## src/design/iocd_pkg.sv

```systemverilog
// shared constants and types for one io controller device slice
package iocd_pkg;
    // software register offsets on the plain port
    localparam logic [7:0] IOCD_CFG_OFS = 8'h00;
    localparam logic [7:0] IOCD_STAT_OFS = 8'h04;
    // reset value of the programming word
    localparam logic [11:0] IOCD_CFG_RST = 12'h000;
    // transfer instruction field positions (bit 0 is the msb)
    localparam int IOCD_ADDR_MSB = 3;
    localparam int IOCD_ADDR_LSB = 8;
    localparam int IOCD_CMD_MSB = 9;
    localparam int IOCD_CMD_LSB = 11;
    localparam int IOCD_IE_BIT = 11;
    // vector word: address on the low-order six lines, zeros above
    localparam int IOCD_VEC_MSB = 6;
    localparam int IOCD_VEC_LSB = 11;
    localparam logic [5:0] IOCD_VEC_ZERO = 6'h00;
    // status register bit positions
    localparam int IOCD_ST_FLAG = 0;
    localparam int IOCD_ST_FSAMP = 1;
    localparam int IOCD_ST_IE = 2;
    localparam int IOCD_ST_ISAMP = 3;
    localparam int IOCD_ST_STROBE = 4;
    localparam int IOCD_ST_VEC = 5;
    localparam int IOCD_ST_FIRST = 6;
    // reset values of the device flip flops
    localparam logic IOCD_IE_RST = 1'b1;
    localparam logic IOCD_FF_RST = 1'b0;

    // command field of a transfer instruction
    typedef enum logic [2:0] {
        IOCD_CMD_SET_FLAG = 3'b000,
        IOCD_CMD_SKIP = 3'b001,
        IOCD_CMD_CLR_AC = 3'b010,
        IOCD_CMD_NOP_A = 3'b011,
        IOCD_CMD_XFER = 3'b100,
        IOCD_CMD_LOAD_IE = 3'b101,
        IOCD_CMD_XFER_CLR = 3'b110,
        IOCD_CMD_NOP_B = 3'b111
    } iocd_cmd_e;

    // access phase of the processor strobe
    typedef enum logic [1:0] {
        IOCD_PH_IDLE = 2'b00,
        IOCD_PH_ACCESS = 2'b01
    } iocd_phase_e;

    // programming word, msb first
    typedef struct packed {
        logic io_dir;      // 1 output port, 0 input port
        logic c_ctrl;      // transfers steer the control lines
        logic en_sel;      // enable on any addressed access
        logic edge_mode;   // 1 edge sensitive sense, 0 level
        logic in_pol;      // 1 high true sense
        logic out_pol;     // 1 high true strobe
        logic [5:0] dev_addr;
    } iocd_cfg_s;
endpackage : iocd_pkg

```

## src/design/iocd_device.sv

```systemverilog
// The address-and-strobe port and the placing of the registers were chosen for this implementation.
`timescale 1ns/100ps
module iocd_device (
    input wire logic core_clk,
    input wire logic rst_n,
    input wire logic [7:0] reg_addr,
    input wire logic [11:0] reg_wdata,
    input wire logic reg_wr,
    input wire logic reg_rd,
    output logic [11:0] reg_rdata,
    input wire logic device_access_strobe_n,
    input wire logic write_n,
    input wire logic read_n,
    input wire logic [0:11] data_in,
    output logic [0:11] data_out,
    output logic data_oe,
    input wire logic interrupt_grant_n,
    input wire logic chain_grant_in_n,
    output logic chain_grant_out_n,
    output logic interrupt_request_line_o,
    output logic interrupt_request_line_oe,
    output logic skip_o,
    output logic skip_oe,
    output logic ctrl_line_zero_o,
    output logic ctrl_line_zero_oe,
    output logic ctrl_line_one_o,
    output logic ctrl_line_one_oe,
    input wire logic sense_in,
    output logic strobe_out,
    output logic enable_n
);
    import iocd_pkg::*;
    // the processor pins come in synchronous to core_clk, so each edge
    // below is a plain compare of this sample against the last one; the
    // price is one cycle of lag, which the processor's pulse widths cover

    // programming word and access tracking
    iocd_cfg_s cfg_r;
    iocd_phase_e phase_r, phase_nxt;
    logic [0:11] instr_r;       // instruction caught at strobe fall
    logic vec_r;                // this access is a vector access
    logic first_pend_r;         // grant low, no access seen yet
    // device flip flops
    logic flag_r, flag_nxt;
    logic fsamp_r;
    logic ie_r;
    logic isamp_r, isamp_nxt;
    logic strobe_r, strobe_nxt;
    // previous input levels for edge finding
    logic as_prev_r;
    logic wr_prev_r;
    logic rd_prev_r;
    logic gnt_prev_r;
    logic sense_prev_r;
    logic [11:0] reg_rdata_r;
    logic [0:11] data_out_r;

    // edges of the processor timing signals
    wire logic acc_fall = as_prev_r & ~device_access_strobe_n;
    wire logic acc_rise = ~as_prev_r & device_access_strobe_n;
    wire logic wr_fall = wr_prev_r & ~write_n;
    wire logic rd_fall = rd_prev_r & ~read_n;
    wire logic grant_fall = gnt_prev_r & ~interrupt_grant_n;

    // sense level translated to its programmed true sense
    wire logic sense_true = ~(sense_in ^ cfg_r.in_pol);
    wire logic sense_edge = sense_true & ~sense_prev_r & cfg_r.edge_mode;

    // decode of the word on the bus at strobe fall
    wire logic [5:0] in_addr = data_in[IOCD_ADDR_MSB:IOCD_ADDR_LSB];
    wire iocd_cmd_e in_cmd = iocd_cmd_e'(data_in[IOCD_CMD_MSB:IOCD_CMD_LSB]);
    // first_eff also covers a strobe fall in the very cycle the grant
    // fall is seen, before first_pend_r has had a chance to set
    wire logic first_eff = first_pend_r | grant_fall;
    // a non-skip first instruction under grant becomes a vector access
    wire logic vector_now = ~interrupt_grant_n & first_eff & (in_cmd != IOCD_CMD_SKIP);
    wire logic in_hit = (in_addr == cfg_r.dev_addr) & ~vector_now;

    // decode of the latched instruction during the access
    wire iocd_cmd_e cmd = iocd_cmd_e'(instr_r[IOCD_CMD_MSB:IOCD_CMD_LSB]);
    wire logic in_access = (phase_r == IOCD_PH_ACCESS);
    // vector accesses never act as addressed commands
    wire logic addr_hit = in_access & ~vec_r &
        (instr_r[IOCD_ADDR_MSB:IOCD_ADDR_LSB] == cfg_r.dev_addr);
    wire logic wr_act = in_access & ~write_n;
    wire logic rd_act = in_access & ~read_n;
    wire logic is_xfer = (cmd == IOCD_CMD_XFER) | (cmd == IOCD_CMD_XFER_CLR);
    wire logic is_skip = addr_hit & (cmd == IOCD_CMD_SKIP);
    wire logic is_setf = addr_hit & (cmd == IOCD_CMD_SET_FLAG);
    // only the first device in the chain with a sample answers
    wire logic vec_resp = vec_r & isamp_r & ~chain_grant_in_n;

    // skip: level mode looks at sense, edge mode at the sample
    wire logic skip_cond = cfg_r.edge_mode ? fsamp_r : sense_true;
    wire logic skip_pull = wr_act & is_skip & skip_cond;

    // the skip and control-line enables below are gated by wr_act, so none is
    // pulled outside a write pulse inside an access; the request enable is not
    // first control line: clear accumulator or transfer-and-clear
    wire logic clr_ac_ok = (cmd == IOCD_CMD_CLR_AC) & ~cfg_r.io_dir;
    wire logic c0_cmd = addr_hit & cfg_r.c_ctrl & (clr_ac_ok | (cmd == IOCD_CMD_XFER_CLR));
    wire logic c0_pull = wr_act & (c0_cmd | vec_resp);
    // second control line marks an input transfer
    wire logic c1_cmd = addr_hit & cfg_r.c_ctrl & ~cfg_r.io_dir & is_xfer;
    wire logic c1_pull = wr_act & (c1_cmd | vec_resp);

    // a false chain input removes both the request and the chance to sample
    // interrupt condition seen by request and sample; the chain output sees the sample and the chain input
    wire logic int_cond = cfg_r.edge_mode & flag_r & ie_r & ~chain_grant_in_n;

    // flag events; the hardware set beats a clear in the same cycle
    wire logic flag_set = sense_edge | (acc_rise & is_setf & cfg_r.edge_mode);
    wire logic flag_clr_skip = acc_rise & is_skip & fsamp_r & cfg_r.edge_mode;
    wire logic flag_clr_vec = rd_fall & vec_resp;
    wire logic strobe_set = acc_rise & addr_hit & is_xfer;
    // a sense edge clears the strobe only in edge mode, set flag always
    wire logic strobe_clr = sense_edge | (acc_rise & is_setf);

    // register port decode
    wire logic cfg_wr = reg_wr & (reg_addr == IOCD_CFG_OFS);
    wire logic [11:0] stat_word = {
        5'h00,
        first_pend_r,
        vec_r,
        strobe_r,
        isamp_r,
        ie_r,
        fsamp_r,
        flag_r
    };
    // unmapped reads return zero
    wire logic [11:0] rd_mux =
        (reg_addr == IOCD_CFG_OFS) ? cfg_r :
        (reg_addr == IOCD_STAT_OFS) ? stat_word : 12'h000;

    // phase leaves idle only on a strobe fall and returns only on its rise;
    // the default branch recovers from an unused code
    // access phase follows the processor strobe
    always_comb begin
        phase_nxt = phase_r;
        case (phase_r)
            IOCD_PH_IDLE: begin
                if (acc_fall) begin
                    phase_nxt = IOCD_PH_ACCESS;
                end
            end
            IOCD_PH_ACCESS: begin
                if (acc_rise) begin
                    phase_nxt = IOCD_PH_IDLE;
                end
            end
            default: begin
                phase_nxt = IOCD_PH_IDLE;
            end
        endcase
    end

    // flag next value; level mode pins it at zero
    always_comb begin
        if (!cfg_r.edge_mode) begin
            flag_nxt = 1'b0;
        end else if (flag_set) begin
            flag_nxt = 1'b1;
        end else if (flag_clr_skip | flag_clr_vec) begin
            flag_nxt = 1'b0;
        end else begin
            flag_nxt = flag_r;
        end
    end

    // strobe next value; a transfer in the same cycle wins
    always_comb begin
        if (strobe_set) begin
            strobe_nxt = 1'b1;
        end else if (strobe_clr) begin
            strobe_nxt = 1'b0;
        end else begin
            strobe_nxt = strobe_r;
        end
    end

    // clearing while the enable is low keeps a stale sample from blocking
    // the chain after software turns interrupts off
    // interrupt sample: edge set wins over the skip clear
    always_comb begin
        if (grant_fall & int_cond) begin
            isamp_nxt = 1'b1;
        end else if (!ie_r || (acc_rise & is_skip)) begin
            isamp_nxt = 1'b0;
        end else begin
            isamp_nxt = isamp_r;
        end
    end

    // previous levels of the timing inputs
    always_ff @(posedge core_clk) begin
        if (!rst_n) begin
            as_prev_r <= 1'b1;
            wr_prev_r <= 1'b1;
            rd_prev_r <= 1'b1;
            gnt_prev_r <= 1'b1;
            sense_prev_r <= 1'b0;
        end else begin
            as_prev_r <= device_access_strobe_n;
            wr_prev_r <= write_n;
            rd_prev_r <= read_n;
            gnt_prev_r <= interrupt_grant_n;
            sense_prev_r <= sense_true;
        end
    end

    // access phase and the instruction it carries
    always_ff @(posedge core_clk) begin
        if (!rst_n) begin
            phase_r <= IOCD_PH_IDLE;
            instr_r <= 12'h000;
            vec_r <= 1'b0;
        end else begin
            phase_r <= phase_nxt;
            if (acc_fall) begin
                instr_r <= data_in;
                vec_r <= vector_now;
            end
        end
    end

    // a grant rise cancels a pending decision, so a late access never
    // turns into a vector read
    // first access under grant decides skip versus vector
    always_ff @(posedge core_clk) begin
        if (!rst_n) begin
            first_pend_r <= 1'b0;
        end else if (interrupt_grant_n || acc_fall) begin
            first_pend_r <= 1'b0;
        end else if (grant_fall) begin
            first_pend_r <= 1'b1;
        end
    end

    // flag, strobe and interrupt sample flip flops
    always_ff @(posedge core_clk) begin
        if (!rst_n) begin
            flag_r <= IOCD_FF_RST;
            strobe_r <= IOCD_FF_RST;
            isamp_r <= IOCD_FF_RST;
        end else begin
            flag_r <= flag_nxt;
            strobe_r <= strobe_nxt;
            isamp_r <= isamp_nxt;
        end
    end

    // an addressed skip taken in level mode loads a zero sample so a later edge-mode skip
    // cannot act on a stale sample
    // flag sample taken at strobe fall of an addressed skip
    always_ff @(posedge core_clk) begin
        if (!rst_n) begin
            fsamp_r <= IOCD_FF_RST;
        end else if (acc_fall & in_hit & (in_cmd == IOCD_CMD_SKIP)) begin
            fsamp_r <= flag_r & cfg_r.edge_mode;
        end
    end

    // interrupt enable loaded at write of the load command
    always_ff @(posedge core_clk) begin
        if (!rst_n) begin
            ie_r <= IOCD_IE_RST;
        end else if (wr_fall & addr_hit & (cmd == IOCD_CMD_LOAD_IE)) begin
            ie_r <= data_in[IOCD_IE_BIT];
        end
    end

    // vector word, held from the strobe fall to the read
    always_ff @(posedge core_clk) begin
        if (!rst_n) begin
            data_out_r <= 12'h000;
        end else if (acc_fall & vector_now) begin
            data_out_r <= {IOCD_VEC_ZERO, cfg_r.dev_addr};
        end
    end

    // limitation: a new address takes effect at once, even mid access
    // programming word; writing level mode clears the flag, the other device flip flops are left alone
    always_ff @(posedge core_clk) begin
        if (!rst_n) begin
            cfg_r <= IOCD_CFG_RST;
        end else if (cfg_wr) begin
            cfg_r <= reg_wdata;
        end
    end

    // zero outside the answer cycle keeps a shared read bus quiet
    // read data stand only in the cycle after the strobe
    always_ff @(posedge core_clk) begin
        if (!rst_n) begin
            reg_rdata_r <= 12'h000;
        end else begin
            reg_rdata_r <= reg_rd ? rd_mux : 12'h000;
        end
    end

    // the _o halves stay low; the _oe halves say when the pin is pulled
    // open-drain lines only ever pull low
    assign skip_o = 1'b0;
    assign skip_oe = skip_pull;
    assign ctrl_line_zero_o = 1'b0;
    assign ctrl_line_zero_oe = c0_pull;
    assign ctrl_line_one_o = 1'b0;
    assign ctrl_line_one_oe = c1_pull;
    assign interrupt_request_line_o = 1'b0;
    // a false chain input also removes the request drive
    assign interrupt_request_line_oe = int_cond;
    assign chain_grant_out_n = isamp_r | chain_grant_in_n;

    // vector drive only while the read pulse is low
    assign data_out = data_out_r;
    assign data_oe = rd_act & vec_resp;

    // strobe pin shows the flip flop in the programmed polarity
    assign strobe_out = strobe_r ? cfg_r.out_pol : ~cfg_r.out_pol;
    // enable follows the address, or transfers only
    assign enable_n = ~(addr_hit & (cfg_r.en_sel | is_xfer));
    assign reg_rdata = reg_rdata_r;
endmodule : iocd_device

```

## config.mk

```make
export PLATFORM = sky130hd
export DESIGN_NAME = iocd_device
export DESIGN_NICKNAME = d
export VERILOG_FILES = /design/src/design/iocd_pkg.sv /design/src/design/iocd_device.sv
export SDC_FILE = /design/constraint.sdc
export NUM_CORES = 1
export LEC_CHECK = 0
export BUFFER_PORTS_ARGS = -buffer_cell sky130_fd_sc_hd__buf_2
export CAP_MARGIN = 10
export CORE_ASPECT_RATIO = 1.25
export CORE_MARGIN = 2
export CORE_UTILIZATION = 32
export CTS_BUF_LIST = sky130_fd_sc_hd__clkbuf_2
export DETAILED_ROUTE_END_ITERATION = 16
export GPL_TIMING_DRIVEN = 0
export PLACE_DENSITY = 0.63
export SKIP_LAST_GASP = 1
export SLEW_MARGIN = 15
export SYNTH_ARGS = -nofsm -noshare
export SYNTH_HDL_FRONTEND = slang
export SYNTH_SLANG_ARGS = --single-unit
```

## constraint.sdc

```tcl
create_clock -name core_clk -period 1.5 [get_ports core_clk]
set_input_delay 0.075 -clock core_clk [delete_from_list [all_inputs] [get_ports core_clk]]
set_output_delay 0.075 -clock core_clk [all_outputs]
set_load 0.005 [all_outputs]
```

* Yosys cells after proc, flatten, opt, wreduce, memory -nomap -nowiden
Index checks and enable logic that the tools add are counted.
** Word-level totals
- Register bits :: 53
- Input bits :: 42
- Logic and storage cells :: 134
** Cells by class
- Equal/unequal tests :: 13
- Muxes and demuxes :: 13
- Bitwise logic cells :: 72
- Reduce and logical (&&, ||, !) cells :: 13
** Operators by type and width (count)
- $and 1x1->1 :: 47
- $not 1->1 :: 14
- $eq 6x6->1 :: 2
- $mux 12 :: 1
- $or 1x1->1 :: 10
- $eq 3x3->1 const B :: 3
- $eq 8x3->1 const B :: 1
- $logic_not 8->1 :: 1
- $mux 1 :: 8
- $mux 7 :: 1
- $eq 3x1->1 const B :: 2
- $reduce_and 2->1 :: 3
- $reduce_bool 2->1 :: 3
- $mux 2 :: 2
- $ne 2x2->1 const B :: 2
- $pmux 2 s2 :: 1
- $eq 3x2->1 const B :: 1
- $logic_not 3->1 :: 1
- $ne 3x1->1 const B :: 1
- $eq 2x1->1 const B :: 1
- $logic_not 2->1 :: 1
- $logic_or 1x1->1 :: 2
- $reduce_or 2->1 :: 1
- $logic_not 1->1 :: 1
- $xor 1x1->1 :: 1

* Depth between registers and ports, before layout
- Depth in word-level cells :: 10
- Depth in mapped cells :: 5
- Gate-level depth less buffers :: 5

* Least setup slack after synthesis
Ideal clock, no wire load.
- Path kind :: flip-flop to flip-flop
- From :: register cfg_r[5] (netlist name)
- To :: register flag_r
- Arrival time :: 1.452 ns
- Slack :: -0.014 ns
- Stages on the path, launching flop included :: 6
- Buffers on the path :: 0
- Period minus slack after synthesis :: 1.514 ns
- Cell sequence :: dfxtp_1 > xor2_1 > nor3b_2 > nand4_2 > or4_1 > nand3_1
** Between the ends
- Word-level cells in the longest chain between the ends :: 8
** Ends and longest elaborated chain
- from (decl) :: RTL line iocd_device.sv:38 : iocd_cfg_s cfg_r;
- from (signal assigned) :: RTL line iocd_device.sv:288 : cfg_r <= reg_wdata;
- $eq 6x6->1 * :: RTL line iocd_device.sv:84 : (instr_r[IOCD_ADDR_MSB:IOCD_ADDR_LSB] == cfg_r.dev_addr);
- $and 1x1->1 * :: RTL line iocd_device.sv:83 : wire logic addr_hit = in_access & ~vec_r &
- $and 1x1->1 :: RTL line iocd_device.sv:88 : wire logic is_skip = addr_hit & (cmd == IOCD_CMD_SKIP);
- $and 1x1->1 (3 in a row) :: RTL line iocd_device.sv:113 : wire logic flag_clr_skip = acc_rise & is_skip & fsamp_r & cfg_r.edge_mode;
- $or 1x1->1 :: RTL line iocd_device.sv:164 : end else if (flag_clr_skip | flag_clr_vec) begin
- $reduce_bool 2->1 (no source line)
- to (signal assigned) :: RTL line iocd_device.sv:247 : flag_r <= flag_nxt;
- to (decl) :: RTL line iocd_device.sv:44 : logic flag_r, flag_nxt;
Mark *: on every way between the ends. The rest lies on a longest branch, timed or not.
A chain may end at the register's enable or synchronous reset.

* Worst setup path in the final report
- From :: register cfg_r[5] (netlist name)
- To :: output ctrl_line_one_oe
** Between the ends
- Word-level cells in the longest chain between the ends :: 7
** Ends and longest elaborated chain
- $eq 6x6->1 :: RTL line iocd_device.sv:84
- $and 1x1->1 :: RTL line iocd_device.sv:83
- $and 1x1->1 (3 in a row) :: RTL line iocd_device.sv:104 : wire logic c1_cmd = addr_hit & cfg_r.c_ctrl & ~cfg_r.io_dir & is_xfer;
- $or 1x1->1 :: RTL line iocd_device.sv:105 : wire logic c1_pull = wr_act & (c1_cmd | vec_resp);
- $and 1x1->1 :: RTL line iocd_device.sv:105
- to (decl) :: RTL line iocd_device.sv:27 : output logic ctrl_line_one_oe,
No other way between the ends.

==> flow_summary_export.csv <==
group,metric,value,unit
outcome,status,"complete, but fails checks",
outcome,violations,"setup timing",
floorplan,fp.dieH,96.9,µm
synthesis,synth-warning-count,0,
placement,port_buffers,64,
timing,clock_skew,13.5,ps
final_layout,antenna-diode-count,0,
placement,place_ws,-353,ps
worst_setup_path,r2r-start,"cfg_r[5]$_SDFFE_PN0P_",
timing,fin_ws,-552,ps
worst_setup_path,crit_required,1420,ps
routing,via_per_inst,4.57,
grt,grt-ovfl-total,0,
timing,final_hold_viol_count,0,
routing,drc,0,
run,cap_violations,0,
worst_hold_path,hp-class,"primary input to flip-flop",
timing,maxSlewViolCount,0,
floorplan,ios,78,
timing,setup_violations,8,
timing,finalCriticalPeriod,2050,ps
cts,worstSkewPairLatency,440,ps
timing,rsz0062_at_grt,"true",
grt,grt_first_pass_wirelength,9090,µm
cts,cts_buffer_depth,2,
final_layout,num-fill-cells,645,
routing,num_vias,2027,
floorplan,dieArea,7590,µm²
floorplan,coreArea,6610,µm²
timing,finalCritPeriodShare,137,%
synthesis,synth_seq_area_share,47.1,%
cts,root_buffer,"clkbuf_2",
timing,timing.hold.ws,67.6,ps
grt,track_usage,15.3,%
routing,first_pass_iters,4,
synthesis,syn-cell-area,2210,µm²
final_layout,fin_nets,398,
synthesis,syn_inst,241,
worst_setup_path,crit_fanout,3,
cts,htreeDepth,2,
cts,cts.sinks,52,
final_layout,seqCellArea,1060,µm²
cts,cts_tree,"yes",
routing,wirelength,5710,µm
routing,ant_nets,0,
worst_setup_path,worstSetupEndpointType,"output pin",
floorplan,die_x,78.3,µm
grt,antenna_found_initial,0,
synthesis,synth_seq_cells,52,
cts,clk_pin_slew,240,ps
worst_setup_path,r2r-end,"flag_r$_SDFFE_PN0P_",
worst_setup_path,criticalPathCategory,"flip-flop to output pin",
grt,grt_pass1_vias,1912,
worst_setup_path,startpoint,"cfg_r[5]$_SDFFE_PN0P_",
power,powerDensity,776,nW/µm²
timing,worstMarginPinSlew,731,ps
worst_setup_path,worstPathArrival,1980,ps
worst_setup_path,endpoint,"ctrl_line_one_oe",
final_layout,multi_input_area,1110,µm²
floorplan,fp-row-count,33,
worst_setup_path,r2r_slack,-210,ps
synthesis,avgSynthCellArea,9.17,µm²
timing,slew-limit-headroom,50.9,%
worst_setup_path,crit_path_start_kind,"flip-flop",
placement,place_congestion,0.759,
worst_setup_path,r2r_cells,6,
final_layout,syn_to_final_growth,42.4,%
routing,first_iter_violations,87,
final_layout,drive_above_1_share,30.5,%
floorplan,initial_core_util,33.5,%
grt,grt_max_degree,17,
cts,cts_buffers,5,
power,leakagePower,1.45,nW
routing,wl_per_cell,12.9,µm
power,peakVddDrop,0.322,mV
placement,hpwl,4190,µm
synthesis,synth_cell_types,37,
timing,fmax,0.487,GHz
[timing repair]
action,CTS,global route
pin swaps,4,2
endpoints found under the hold margin,30,0
setup buffers,4,2
endpoints found under the setup margin,10,17
hold buffers,30,0
gates resized for setup,16,7
[cells in the mapped netlist, drive strengths merged]
library cell	count	share of area, %
conb	1	0.17
o21ai	6	1.4
nor4	4	1.8
or2	2	0.57
nor2b	4	1.1
buf	13	4.2
o2111ai	1	0.40
o31ai	2	0.68
nand3	8	1.8
a22o	7	2.8
xor2	5	2.0
and4b	1	0.45
nand2	25	4.2
nor3	7	1.8
inv	4	0.68
dfxtp	52	47
mux2i	18	8.1
nand4b	2	0.79
or4	2	0.68
nand2b	7	2.0
a21oi	14	3.2
nand4	4	1.4
o21bai	1	0.34
o41ai	1	0.40
and2	5	1.4
xnor2	9	3.6
nor3b	2	0.91
clkbuf	7	1.2
o311ai	1	0.40
nor2	26	4.4
[critical path, cell delays in order (launching register included)]
cell     delay, ps
dfxtp_4        400
xor2_1         170
nor3b_2        260
nand4_4        130
or2_4          260
o31ai_2        170
buf_2          140
[through the flow]
step	TNS [ps]	util, %	cells	total power [mW]	cell area, µm²
floorplan	0	-	250	1.59	2240
global placement	-1840	40.5	401	1.68	2670
detailed placement	-2240	40.5	401	1.68	2670
CTS	-2650	47.2	442	2.46	3120
global route	-3480	47.7	444	2.55	3150
finish	-2500	47.7	444	2.44	3150
[state kept, by name, indices dropped and copies added, names as in the netlist, 6 cells and up]
| signal | flops |
|---|---|
| cfg_r | 12 |
| instr_r | 9 |
| reg_rdata | 12 |
| data_out | 6 |
[worst min path at each step]
stage	endpoint	cells past startpoint	startpoint	slack, ps
2_1_floorplan	reg_rdata[11]$_SDFF_PN0_	1	reg_addr[2]	150
6_report	cfg_r[0]$_SDFFE_PN0P_	4	reg_wr	70
3_3_place_gp	reg_rdata[11]$_SDFF_PN0_	2	reg_addr[2]	280
3_5_place_dp	reg_rdata[11]$_SDFF_PN0_	2	reg_addr[2]	280
5_1_grt	cfg_r[0]$_SDFFE_PN0P_	4	reg_wr	50
4_1_cts	cfg_r[0]$_SDFFE_PN0P_	4	reg_wr	60
[cell usage in the layout, fill, tap and decap left out, drive strengths merged, types with 2 or more instances in the layout]
cell,n
nor3b,2
nand4,4
a21oi,14
xor2,5
nor2,26
clkbuf,11
or2,2
inv,4
nand4b,2
conb,10
nand3,8
nand2,25
buf,83
and2,5
or4,2
clkinv,2
o21ai,6
nand2b,7
nor2b,4
nor3,7
mux2i,18
o31ai,2
xnor2,9
a22o,7
nor4,4
dfxtp,52
dlygate4sd3,30
[logic make-up (layout without fill, tap and decap cells)]
family / after synthesis / count (layout) / synth area share, %
mux: 18 / 18 / 8.15
flops: 52 / 52 / 47.1
compound gates: 33 / 33 / 9.56
simple gates: 99 / 99 / 23.4
buf+inv: 24 / 131 / 6.06
xor+xnor: 14 / 14 / 5.55
other cells: 1 / 10 / 0.170
[routing by layer]
metal	part of all wire [%]	up-vias	global-route usage [%]
li1	-	1035	-
met1	45	919	18.8
met2	49	68	26.5
met3	5.4	5	3.64
met4	1.2	0	4.05
met5	0	-	0
[cell type report]
type	instances	share of cell area, %
timing repair buffer	100	21.1
clock inverter	3	1.35
multi-input combinational	174	35.4
inverter	4	0.477
clock buffer	5	0.795
buffer	19	3.69
sequential	52	33.7
tap	87	3.46
[report_power, final]
group / internal (mW) / total [mW] / leakage, nW / switching (mW)
registers: 1.40 / 1.42 / 0.427 / 0.0200
clock network: 0.280 / 0.717 / 0.0406 / 0.437
logic: 0.164 / 0.303 / 0.983 / 0.140
(Power assumes the default switching activity.)
